==> src/design/spi_master_defs.svh <==
// Constants of the SPI master: register map, field positions, reset values, timing.
// Included by the package file and by the SPI master module; definitions only.
`ifndef SPI_MASTER_DEFS_SVH
`define SPI_MASTER_DEFS_SVH

// Register byte addresses on APB
`define ADDR_TX_DATA 8'h00
`define ADDR_RX_DATA 8'h04
`define ADDR_TX_STATUS 8'h08
`define ADDR_RX_STATUS 8'h0c
`define ADDR_TX_MASK 8'h10
`define ADDR_RX_MASK 8'h14
`define ADDR_CONFIG 8'h18

// Transmit status bit positions
`define TXS_DONE 0
`define TXS_EMPTY 1
`define TXS_NOT_FULL 2
`define TXS_WORD_DONE 3
`define TXS_IDLE 4
`define STS_IRQ 7

// Receive status bit positions
`define RXS_FULL 4
`define RXS_NOT_EMPTY 5
`define RXS_OVERRUN 6

// Configuration register fields
`define CFG_LEN_LSB 0
`define CFG_LEN_MSB 4
`define CFG_MODE_LSB 5
`define CFG_MODE_MSB 6
`define CFG_ENGINE_RESET 7
`define CFG_DIV_LSB 8
`define CFG_DIV_MSB 23

// Word length limits and default
`define WORD_LEN_MIN 5'h03
`define WORD_LEN_MAX 5'h10
`define WORD_LEN_DEFAULT 5'h08
`define MODE_DEFAULT 2'h0

// Initial interrupt masks
`define TX_INIT_IRQ_MASK 7'h00
`define RX_INIT_IRQ_MASK 7'h00

// Timing: half a bit period in component clock cycles
`define CLK_HZ 10000000
`define BIT_RATE_BPS 1000000
`define HALF_BIT_CYCLES (`CLK_HZ / (2 * `BIT_RATE_BPS))

// Queue geometry
`define DATA_W 16
`define QUEUE_DEPTH 4

`endif

==> src/design/spi_master_pkg.sv <==
// Types shared by the SPI master modules.
// Assumes spi_master_defs.svh sits on the include path.
`include "spi_master_defs.svh"

package spi_master_pkg;

  typedef enum logic [1:0]
  {
    ST_IDLE = 2'b00,
    ST_LOAD = 2'b01,
    ST_SHIFT = 2'b11,
    ST_END = 2'b10
  } xfer_state_e;

  typedef struct packed
  {
    logic sclk;
    logic mosi;
    logic ss_n;
  } spi_out_s;

  typedef struct packed
  {
    logic [4:0] word_len;
    logic [1:0] mode;
    logic [15:0] half_div;
  } spi_cfg_s;

endpackage

==> src/design/spi_master_status_fifo.sv <==
// SPI master transfer engine with transmit and receive word queues and two status registers.
// Assumes an APB master on the register side and SPI slaves on sclk, mosi, miso and ss_n.
// Functional notes
// - Word-complete sticky flag sets as the last bit of a word is driven.
// - Transfer-done sets at the last latching edge when the transmit queue is empty.
// - Transmit-empty bit is live: high when no word waits.
// - Transmit-has-room bit is live: high when the queue accepts another word.
// - Idle bit high in idle; idle left only when transmit data is seen.
// - Receive overrun sticky flag sets when a word arrives at a full queue.
// - Receive-not-empty is live: at least one word held.
// - Receive-full is live: every entry occupied.
// - Bit 7 of each status register is OR of masked status bits.
// - Sticky bits hold until their status register is read, then clear; transfer-done also clears when a word loads into the shifter.
// - Defaults: 8-bit words, mode 0, internal clock for 1 Mbps.
// - Mode numbers: 0=ph0/pol0, 1=ph0/pol1, 2=ph1/pol0, 3=ph1/pol1.
// - Slave select low when transmission starts, high after queue drains.
// - Loading a word into the shifter frees a queue entry.
// - Transmit-empty sets when the final word loads into the shifter.
// - First received word sets receive-not-empty; word-complete sets earlier, as its last bit is driven.
// - Each receive-data read pops one word.
// - Engine steps on half-bit ticks: two ticks per serial bit.
// - Word length configurable from 3 to 16 bits.
`timescale 1ns/1ns
`include "spi_master_defs.svh"

module spi_master_status_fifo
  import spi_master_pkg::*;
#(
  parameter int DW = `DATA_W,
  parameter int DEPTH = `QUEUE_DEPTH
)
(
  input wire logic clk,
  input wire logic resetn,
  input wire logic psel,
  input wire logic penable,
  input wire logic pwrite,
  input wire logic [7:0] paddr,
  input wire logic [31:0] pwdata,
  output logic [31:0] prdata,
  output logic pready,
  output logic pslverr,
  input wire logic miso,
  output spi_out_s spi_o,
  output logic tx_irq,
  output logic rx_irq
);

  localparam logic [5:0] DW6 = 6'(DW);

  typedef struct packed
  {
    xfer_state_e st;
    logic [15:0] div_cnt;
    logic [4:0] half;
    logic [DW-1:0] txsh;
    logic [DW-1:0] rxsh;
    spi_out_s spi;
    spi_cfg_s cfg;
    logic done_st;
    logic wc_st;
    logic ovr_st;
    logic [6:0] tx_mask;
    logic [6:0] rx_mask;
    logic [31:0] prdata;
    logic miso_s1;
    logic miso_s2;
  } state_s;

  state_s s_ff;
  state_s nxt_s;

  logic [DW-1:0] tx_head;
  logic [DW-1:0] rx_head;
  logic tx_full;
  logic tx_empty;
  logic rx_full;
  logic rx_empty;
  logic tx_push;
  logic tx_pop;
  logic rx_push;
  logic rx_pop;
  logic [DW-1:0] rx_wdata;
  logic [7:0] tx_status;
  logic [7:0] rx_status;

  logic cpha;
  logic cpol;
  logic tick;
  logic load;
  logic latch_edge;
  logic rx_req;
  logic acc;
  logic mapped;
  logic engine_rst;
  logic [4:0] half_end;
  logic [4:0] drive_last;
  logic [4:0] latch_last;
  logic [DW-1:0] aligned;
  logic [31:0] rd_val;
  logic [4:0] len_wr;

  ////////////////////////////////////////////////////////////////////////////////
  // Queues

  word_fifo #(
    .WIDTH(DW),
    .DEPTH(DEPTH)
  ) tx_queue (
    .clk(clk),
    .resetn(resetn),
    .push(tx_push),
    .wdata(pwdata[DW-1:0]),
    .pop(tx_pop),
    .head(tx_head),
    .full(tx_full),
    .empty(tx_empty)
  );

  word_fifo #(
    .WIDTH(DW),
    .DEPTH(DEPTH)
  ) rx_queue (
    .clk(clk),
    .resetn(resetn),
    .push(rx_push),
    .wdata(rx_wdata),
    .pop(rx_pop),
    .head(rx_head),
    .full(rx_full),
    .empty(rx_empty)
  );

  ////////////////////////////////////////////////////////////////////////////////
  // Status registers and outputs

  always_comb
  begin
    tx_status = 8'h00;
    tx_status[`TXS_DONE] = s_ff.done_st;
    tx_status[`TXS_EMPTY] = tx_empty;
    tx_status[`TXS_NOT_FULL] = ~tx_full;
    tx_status[`TXS_WORD_DONE] = s_ff.wc_st;
    tx_status[`TXS_IDLE] = (s_ff.st == ST_IDLE);
    tx_status[`STS_IRQ] = |(tx_status[6:0] & s_ff.tx_mask);
    rx_status = 8'h00;
    rx_status[`RXS_FULL] = rx_full;
    rx_status[`RXS_NOT_EMPTY] = ~rx_empty;
    rx_status[`RXS_OVERRUN] = s_ff.ovr_st;
    rx_status[`STS_IRQ] = |(rx_status[6:0] & s_ff.rx_mask);
  end

  assign tx_irq = tx_status[`STS_IRQ];
  assign rx_irq = rx_status[`STS_IRQ];
  assign prdata = s_ff.prdata;
  assign spi_o = s_ff.spi;
  assign pready = 1'b1;
  assign acc = psel & penable;
  assign pslverr = acc & ~mapped;

  ////////////////////////////////////////////////////////////////////////////////
  // Register read mux

  always_comb
  begin
    rd_val = 32'h0;
    mapped = 1'b1;
    unique case (paddr)
      `ADDR_TX_DATA: rd_val = 32'h0;
      `ADDR_RX_DATA: rd_val = 32'(rx_head);
      `ADDR_TX_STATUS: rd_val = 32'(tx_status);
      `ADDR_RX_STATUS: rd_val = 32'(rx_status);
      `ADDR_TX_MASK: rd_val = 32'(s_ff.tx_mask);
      `ADDR_RX_MASK: rd_val = 32'(s_ff.rx_mask);
      `ADDR_CONFIG:
      begin
        rd_val[`CFG_LEN_MSB:`CFG_LEN_LSB] = s_ff.cfg.word_len;
        rd_val[`CFG_MODE_MSB:`CFG_MODE_LSB] = s_ff.cfg.mode;
        rd_val[`CFG_DIV_MSB:`CFG_DIV_LSB] = s_ff.cfg.half_div;
      end
      default: mapped = 1'b0;
    endcase
  end

  ////////////////////////////////////////////////////////////////////////////////
  // Next state

  always_comb
  begin
    nxt_s = s_ff;
    tx_push = 1'b0;
    tx_pop = 1'b0;
    rx_push = 1'b0;
    rx_pop = 1'b0;
    tick = 1'b0;
    load = 1'b0;
    rx_req = 1'b0;
    engine_rst = 1'b0;
    rx_wdata = {s_ff.rxsh[DW-2:0], s_ff.miso_s2};

    nxt_s.miso_s1 = miso;
    nxt_s.miso_s2 = s_ff.miso_s1;

    cpha = s_ff.cfg.mode[1];
    cpol = s_ff.cfg.mode[0];
    half_end = 5'({1'b0, s_ff.cfg.word_len, 1'b0} - 7'h01);
    drive_last = cpha ? half_end - 5'h01 : half_end - 5'h02;
    latch_last = cpha ? half_end : half_end - 5'h01;
    latch_edge = (s_ff.half[0] == cpha);
    aligned = tx_head << (DW6 - {1'b0, s_ff.cfg.word_len});

    // Half-bit tick: the serial bit spans two ticks
    if (s_ff.st == ST_IDLE)
    begin
      nxt_s.div_cnt = 16'h0000;
    end
    else if ({1'b0, s_ff.div_cnt} + 17'h00001 >= {1'b0, s_ff.cfg.half_div})
    begin
      tick = 1'b1;
      nxt_s.div_cnt = 16'h0000;
    end
    else
    begin
      nxt_s.div_cnt = s_ff.div_cnt + 16'h0001;
    end

    // APB: read data captured in setup, side effects at the completing edge
    if (psel && !penable)
    begin
      nxt_s.prdata = rd_val;
    end
    if (acc && !pwrite && paddr == `ADDR_TX_STATUS)
    begin
      nxt_s.done_st = s_ff.done_st & ~s_ff.prdata[`TXS_DONE];
      nxt_s.wc_st = s_ff.wc_st & ~s_ff.prdata[`TXS_WORD_DONE];
    end
    if (acc && !pwrite && paddr == `ADDR_RX_STATUS)
    begin
      nxt_s.ovr_st = s_ff.ovr_st & ~s_ff.prdata[`RXS_OVERRUN];
    end
    rx_pop = acc & ~pwrite & (paddr == `ADDR_RX_DATA) & ~rx_empty;
    tx_push = acc & pwrite & (paddr == `ADDR_TX_DATA) & ~tx_full;
    if (acc && pwrite && paddr == `ADDR_TX_MASK)
    begin
      nxt_s.tx_mask = pwdata[6:0];
    end
    if (acc && pwrite && paddr == `ADDR_RX_MASK)
    begin
      nxt_s.rx_mask = pwdata[6:0];
    end
    len_wr = pwdata[`CFG_LEN_MSB:`CFG_LEN_LSB];
    if (acc && pwrite && paddr == `ADDR_CONFIG)
    begin
      if (len_wr < `WORD_LEN_MIN)
      begin
        nxt_s.cfg.word_len = `WORD_LEN_MIN;
      end
      else if (len_wr > `WORD_LEN_MAX)
      begin
        nxt_s.cfg.word_len = `WORD_LEN_MAX;
      end
      else
      begin
        nxt_s.cfg.word_len = len_wr;
      end
      nxt_s.cfg.mode = pwdata[`CFG_MODE_MSB:`CFG_MODE_LSB];
      nxt_s.cfg.half_div = pwdata[`CFG_DIV_MSB:`CFG_DIV_LSB];
      engine_rst = pwdata[`CFG_ENGINE_RESET];
    end

    // Transfer state machine
    unique case (s_ff.st)
      ST_IDLE:
      begin
        nxt_s.spi.sclk = cpol;
        nxt_s.spi.ss_n = 1'b1;
        if (!tx_empty)
        begin
          load = 1'b1;
          nxt_s.spi.ss_n = 1'b0;
          nxt_s.st = ST_LOAD;
        end
      end
      ST_LOAD:
      begin
        if (tick)
        begin
          nxt_s.st = ST_SHIFT;
          nxt_s.half = 5'h00;
        end
      end
      ST_SHIFT:
      begin
        if (tick)
        begin
          nxt_s.spi.sclk = ~s_ff.spi.sclk;
          nxt_s.half = s_ff.half + 5'h01;
          if (latch_edge)
          begin
            nxt_s.rxsh = rx_wdata;
          end
          else if (cpha || s_ff.half != half_end)
          begin
            nxt_s.spi.mosi = s_ff.txsh[DW-1];
            nxt_s.txsh = s_ff.txsh << 1;
          end
          if (s_ff.half == drive_last)
          begin
            nxt_s.wc_st = 1'b1;
          end
          if (s_ff.half == latch_last)
          begin
            rx_req = 1'b1;
            if (tx_empty)
            begin
              nxt_s.done_st = 1'b1;
            end
          end
          if (s_ff.half == half_end)
          begin
            if (!tx_empty)
            begin
              load = 1'b1;
              nxt_s.st = ST_LOAD;
            end
            else
            begin
              nxt_s.st = ST_END;
            end
          end
        end
      end
      ST_END:
      begin
        if (tick)
        begin
          nxt_s.spi.ss_n = 1'b1;
          nxt_s.st = ST_IDLE;
        end
      end
    endcase

    // Word handoff from the transmit queue into the shifter
    if (load)
    begin
      tx_pop = 1'b1;
      nxt_s.rxsh = '0;
      nxt_s.done_st = 1'b0;
      if (cpha)
      begin
        nxt_s.txsh = aligned;
      end
      else
      begin
        nxt_s.spi.mosi = aligned[DW-1];
        nxt_s.txsh = aligned << 1;
      end
    end

    // Received word into the receive queue
    if (rx_req)
    begin
      if (rx_full)
      begin
        nxt_s.ovr_st = 1'b1;
      end
      else
      begin
        rx_push = 1'b1;
      end
    end

    // Engine reset drops the word in flight but keeps both queues
    if (engine_rst)
    begin
      nxt_s.st = ST_IDLE;
      nxt_s.half = 5'h00;
      nxt_s.spi.ss_n = 1'b1;
      nxt_s.spi.sclk = cpol;
      tx_pop = 1'b0;
      rx_push = 1'b0;
    end
  end

  ////////////////////////////////////////////////////////////////////////////////
  // State register

  always_ff @(posedge clk or negedge resetn)
  begin
    if (!resetn)
    begin
      s_ff <= '0;
      s_ff.st <= ST_IDLE;
      s_ff.spi.ss_n <= 1'b1;
      s_ff.cfg.word_len <= `WORD_LEN_DEFAULT;
      s_ff.cfg.mode <= `MODE_DEFAULT;
      s_ff.cfg.half_div <= 16'(`HALF_BIT_CYCLES);
      s_ff.tx_mask <= `TX_INIT_IRQ_MASK;
      s_ff.rx_mask <= `RX_INIT_IRQ_MASK;
    end
    else
    begin
      s_ff <= nxt_s;
    end
  end

endmodule

==> src/design/word_fifo.sv <==
// Word queue with combinational head, full and empty.
// Assumes push is only given when not full and pop only when not empty.
`timescale 1ns/1ns

module word_fifo
  import spi_master_pkg::*;
#(
  parameter int WIDTH = 16,
  parameter int DEPTH = 4
)
(
  input wire logic clk,
  input wire logic resetn,
  input wire logic push,
  input wire logic [WIDTH-1:0] wdata,
  input wire logic pop,
  output logic [WIDTH-1:0] head,
  output logic full,
  output logic empty
);

  localparam int PW = (DEPTH > 1) ? $clog2(DEPTH) : 1;
  localparam int CW = $clog2(DEPTH + 1);
  localparam logic [PW-1:0] LAST = PW'(DEPTH - 1);
  localparam logic [CW-1:0] FULL_CNT = CW'(DEPTH);

  typedef struct packed
  {
    logic [DEPTH-1:0][WIDTH-1:0] mem;
    logic [PW-1:0] wp;
    logic [PW-1:0] rp;
    logic [CW-1:0] cnt;
  } fifo_s;

  fifo_s s_ff;
  fifo_s nxt_s;

  assign head = s_ff.mem[s_ff.rp];
  assign full = (s_ff.cnt == FULL_CNT);
  assign empty = (s_ff.cnt == '0);

  always_comb
  begin
    nxt_s = s_ff;
    if (push)
    begin
      nxt_s.mem[s_ff.wp] = wdata;
      nxt_s.wp = (s_ff.wp == LAST) ? '0 : s_ff.wp + PW'(1);
    end
    if (pop)
    begin
      nxt_s.rp = (s_ff.rp == LAST) ? '0 : s_ff.rp + PW'(1);
    end
    if (push && !pop)
    begin
      nxt_s.cnt = s_ff.cnt + CW'(1);
    end
    else if (pop && !push)
    begin
      nxt_s.cnt = s_ff.cnt - CW'(1);
    end
  end

  always_ff @(posedge clk or negedge resetn)
  begin
    if (!resetn)
    begin
      s_ff <= '0;
    end
    else
    begin
      s_ff <= nxt_s;
    end
  end

endmodule

==> config.mk <==
export PLATFORM = sky130hd
export DESIGN_NAME = spi_master_status_fifo
export DESIGN_NICKNAME = d
export VERILOG_FILES = /design/src/design/spi_master_pkg.sv /design/src/design/spi_master_status_fifo.sv /design/src/design/word_fifo.sv
export VERILOG_INCLUDE_DIRS = /design/src /design/src/design
export SDC_FILE = /design/constraint.sdc
export NUM_CORES = 1
export LEC_CHECK = 0
export BUFFER_PORTS_ARGS = -buffer_cell sky130_fd_sc_hd__buf_2
export CORE_MARGIN = 4
export CORE_UTILIZATION = 60
export CTS_CLUSTER_SIZE = 25
export DETAILED_ROUTE_END_ITERATION = 7
export PLACE_DENSITY = 0.8
export SLEW_MARGIN = 40
export SYNTH_ARGS = -nofsm -noshare
export SYNTH_HDL_FRONTEND = slang
export SYNTH_SLANG_ARGS = --single-unit
==> constraint.sdc <==
create_clock -name clk -period 7.99 [get_ports clk]
set_input_delay 0.799 -clock clk [delete_from_list [all_inputs] [get_ports clk]]
set_output_delay 0.799 -clock clk [all_outputs]
set_load 0.01 [all_outputs]
Word-level counts from Yosys, hierarchy flattened
Index checks and enable logic that the tools add are counted.

Add/sub/neg operators: 15. Multipliers: 0. Div/mod/pow operators: 0. Order comparisons: 9. Equal/unequal tests: 26. Shift-type cells: 1. Multiplexer cells: 82. Bitwise operators: 21. Reduce and logical (&&, ||, !) cells: 43.

Operators by type and width (number): $mux 16 (10); $bwmux 64 (2); $bmux 16 s2 (2); $demux 16 s2 (2); $mux 32 (2); $pmux 7 s6 (1); $mux 39 (1); $pmux 16 s2 (1); $mux 1 (31); $mux 5 (6); $mux 2 (14); $eq 8x5->1 const B (3); $reduce_or 7->1 (3); $add 16x1->17 const B (1); $ge 17x16->1 (1); $add 16x1->16 const B (1); $eq 8x4->1 const B (2); $shl 16x6->16 (1); $eq 5x5->1 (3); $logic_and 1x1->1 (14); $eq 2x2->1 const B (6); $lt 2x3->1 const B (4); $mux 3 (4); $ne 3x3->1 const B (4); other kinds (36) (78).

Flip-flop bits (word level): 265. Latch bits: 0. Memory bits (writable): 0. Memory bits (read-only): 0. Output and inout port bits: 39. Word-level logic and storage cells: 230. Memories kept: 0.

Longest topological paths before layout
Word-level depth: 13. Depth in mapped cells: 19. Gate-level depth less buffers: 19.

Modules after synthesis
Synthesis repeated with hierarchy kept, for this count alone.

Cells, all modules: 1202. Area total of the unflattened synthesis: 14508.9 um2.

By module, submodules not included: spi_master_status_fifo (times used 1, cells an instance 822, area an instance 7732.4 um2, sequential area each 3083.0 um2); word_fifo (times used 2, cells an instance 190, area an instance 3388.2 um2, sequential area each 1776.7 um2).

Worst setup path before layout
Ideal clock, no wire load.

Kind: flip-flop to flip-flop. From: register s_ff[69] (netlist name). To: register tx_queue.s_ff[1] (netlist name). Setup time: 0.125 ns. Arrival time: 3.933 ns. Required time: 7.865 ns. Slack: 3.932 ns. Stages on the path, launching flop included: 16. Period minus slack after synthesis: 4.058 ns. Cell sequence: dfrtp_1 -> buf_6 -> inv_1 -> buf_1 -> ha_1 -> xnor2_1 -> xnor2_1 -> or4b_1 -> a211o_1 -> a311oi_4 -> and2b_1 -> inv_1 -> ha_1 -> inv_1 -> fa_1 -> mux2_2.

RTL lines: start, declared (line spi_master_status_fifo.sv:70) `state_s s_ff;`; start signal, assigned (line spi_master_status_fifo.sv:403) `s_ff <= nxt_s;`; end signal, assigned (line word_fifo.sv:72) `s_ff <= nxt_s;`; end, declared (line word_fifo.sv:35) `fifo_s s_ff;`.

==> run summary <==
number of synthesized register bits: 265
Buffers on Ports: 67
status: completed
final period utilization: 60.5%
number of global-route vias before repair: 9654
Hold Crit Class: in2async
R2R depth: 14
minimum clock period: 4.83 ns
clock slew at reported path FFs: 0.06 ns
layout cells sized above 1: 29.0%
Final ANT Viol Nets: 0
CTS tree: done
Die H: 160 um
Crit path largest cell delay: 0.67 ns
non-filler instance count after layout: 1513
WL final: 31000 um
nets: 1292
H-tree Lvls: 1
Synth Instances: 1189
max_cap viols: 0
gr usage total: 24.2%
TNS Setup: 0 ns
Pwr Density: 225 mW/mm2
register area: 0.00664 mm2
Worst IR Drop VDD: 176 uV
largest net degree at the start of global routing: 109
P_leak: 7.32 nW
Worst Max-Slew Pin Slew: 0.854 ns
Post-Syn Area: 0.0139 mm2
Diodes inserted: 0
Clock Path Buffers: 3
Synth warnings: 0
Detailed Place HPWL: 21400 um
switching share of total power: 29.1%
antenna violations before repair: 0
footprint of the multi-input gates: 0.00661 mm2
Root Driver: clkbuf_16
postcts setup bufs: 0
synthesized area per cell: 11.7 um2
Final Hold Fails: 0
vias: 9443
critical path arrival: 5.27 ns
critical setup path kind: reg2reg
Fmax: 0.207 GHz
Worst EP required: 8.43 ns
Worst path most repeated cell: inv_1
Worst Setup Start Kind: flip-flop
Reg-to-Reg End: tx_queue.s_ff[1]
die area: 0.0256 mm2
Via density: 6.24
DRC violations left: 0
crit end category: flip-flop
Worst Path Max Fanout: 42
RSZ-0062 raised after global routing: no
core area: 0.0227 mm2
most common flop cell mapped by yosys: dfrtp_1
Hold Slack: 0.252 ns
Clock Power Share: 38.3%
die width: 160 um
drt first pass iters: 6
part of the power in registers: 43.6%
Slew HR: 42.6%
slowest CP cell: ha_1
share of flip-flops with an asynchronous set or reset: 100%
first-pass GRT wire length: 50900 um
final setup violation count: 0
GRT overflow: 0
NetSw: 0.990 mW
Final Skew: 0.0252 ns
FILL cells: 1658
WP depth: 14
most common cell after layout, fill and taps aside: dfrtp_1
GP Congestion: 0.905
CP delay by family, top: adder cells
Ports: 85
Unique masters post-synth: 73
Post-synth EDFFs: 0
Slew Viols, Final: 0
Seq/Total Area, Yosys: 47.9%
DR iter-0 viols: 861
Layout area overhead: 9.17%
Resize count post-CTS: 0
drt wl/cell: 20.5 um
row count: 55
clock sinks: 265
Cell Chain, Critical Path: inv_1 -> ha_1 -> xnor2_1 -> nor2_1 -> or4b_1 -> a211o_1 -> a311oi_4 -> buf_4 -> and2b_1 -> inv_1 -> ha_1 -> inv_1 -> fa_1 -> mux2_2
hold_buf cts: 0
Initial Util: 61.0%
reg-to-reg setup timing slack: 3.16 ns
Buffers & Inverters on Critical Path: 4
most frequent cells in the layout: dfrtp_1 (260), mux2_2 (172), nand2_1 (122)
worst reg2reg startpoint: s_ff[69]
CTS Buf Count: 27
crit path to: tx_queue.s_ff[1]
Cell Int Power: 2.41 mW
worst skew pair latency: 0.56 ns
placed insts: 1463
logic gate share of total power: 18.1%
Critical Path Source: s_ff[69]
routing by layer:
metal / routed length (um) / part of all wire, % / global-route usage (%) / vias to the layer above
met1: 13400 / 43 / 33.4 / 4750
met4: 720 / 2.3 / 6.34 / 0
li1: - / - / - / 4300
met5: 0 / 0 / 0 / -
met3: 2120 / 6.8 / 4.26 / 55
met2: 14800 / 48 / 40.1 / 338
state kept, by name, indices dropped and copies added, names as in the netlist:
| name | flops |
|---|---|
| s_ff | 76 |
| rx_queue.s_ff | 71 |
| tx_queue.s_ff | 71 |
| prdata | 24 |
| rx_wdata | 16 |
| spi_o | 3 |
| cpha | 1 |
| cpol | 1 |
| nxt_s | 1 |
| rx_status | 1 |
kinds of logic after synthesis:
group | synth area share, %
multiplexers | 22.4
other | 0.0542
AND/OR/NAND/NOR | 10.2
adder cells (fa/ha/maj) | 3.63
flip-flops | 47.9
AO/OA/AOI/OAI | 8.67
XOR/XNOR | 2.19
buffers and inverters | 4.92
how the worst min path moves through the flow:
stage | from | endpoint | slack (ns) | depth (start not counted)
6_report | resetn | rx_queue.s_ff[60] | 0.25 | 1
5_1_grt | resetn | rx_queue.s_ff[60] | 0.31 | 1
4_1_cts | resetn | rx_queue.s_ff[14] | 0.28 | 1
3_5_place_dp | nxt_s[0] | rx_wdata[0] | 0.34 | 0
3_3_place_gp | nxt_s[0] | rx_wdata[0] | 0.34 | 0
2_1_floorplan | nxt_s[0] | rx_wdata[0] | 0.33 | 0
synthesized netlist by cell type (5+ instances only):
cell	n	area share (%)
buf_2	8	0.29
xnor2_1	22	1.4
buf_4	41	2.2
clkbuf_1	40	1.1
mux4_2	34	5.5
nor3_1	18	0.65
o22ai_1	11	0.50
a22oi_1	17	0.92
dfrtp_1	261	47
a222oi_1	6	0.43
nor2_1	52	1.4
nand3_1	25	0.90
nand2b_1	6	0.27
inv_1	33	0.89
and3_1	6	0.27
nand4_1	11	0.50
xor2_1	10	0.63
mux2i_1	39	2.8
a21oi_1	40	1.4
mux2_2	172	14
and4_1	5	0.32
o31ai_1	5	0.27
a21o_1	10	0.54
nor4_1	6	0.27
a32o_1	5	0.36
nand2_1	125	3.4
ha_1	37	3.3
o21ai_0	42	1.5
nor2b_1	16	0.72
metrics by stage:
stage	instance area (um2)	total power, mW	setup slack, ns	utilization, %
2_1_floorplan	13900	1.95	3.93	-
3_3_place_gp	14100	2.09	2.92	62.2
3_5_place_dp	14200	2.11	3.24	62.4
4_1_cts	15100	3.42	3.20	66.5
5_1_grt	15100	3.56	2.89	66.6
6_report	15100	3.40	3.16	66.6
layout make-up:
class,instances,area share (%)
multi-input cells,801,43.7
well taps,285,2.36
clock buffers,39,5.16
flip-flops and latches,265,43.9
clock inverters,11,0.985
repair buffers,79,3.09
inverters,33,0.819
worst reg2reg max path, stage by stage (launching register included):
cell	delay [ns]
dfrtp_1	0.38
inv_1	0.39
ha_1	0.67
xnor2_1	0.30
nor2_1	0.23
or4b_1	0.49
a211o_1	0.29
a311oi_4	0.25
buf_4	0.48
and2b_1	0.27
inv_1	0.06
ha_1	0.20
inv_1	0.08
fa_1	0.40
mux2_2	0.26
power by group through the flow:
| stage | Sequential, mW | Combinational [mW] | Clock [mW] |
|---|---|---|---|
| finish | 1.48 | 0.615 | 1.30 |
| global route | 1.49 | 0.678 | 1.39 |
| CTS | 1.48 | 0.613 | 1.32 |
| detailed placement | 1.50 | 0.608 | 0 |
| global placement | 1.50 | 0.591 | 0 |
| floorplan | 1.47 | 0.481 | 0 |
Note: power is estimated with default switching activity, not from simulation.
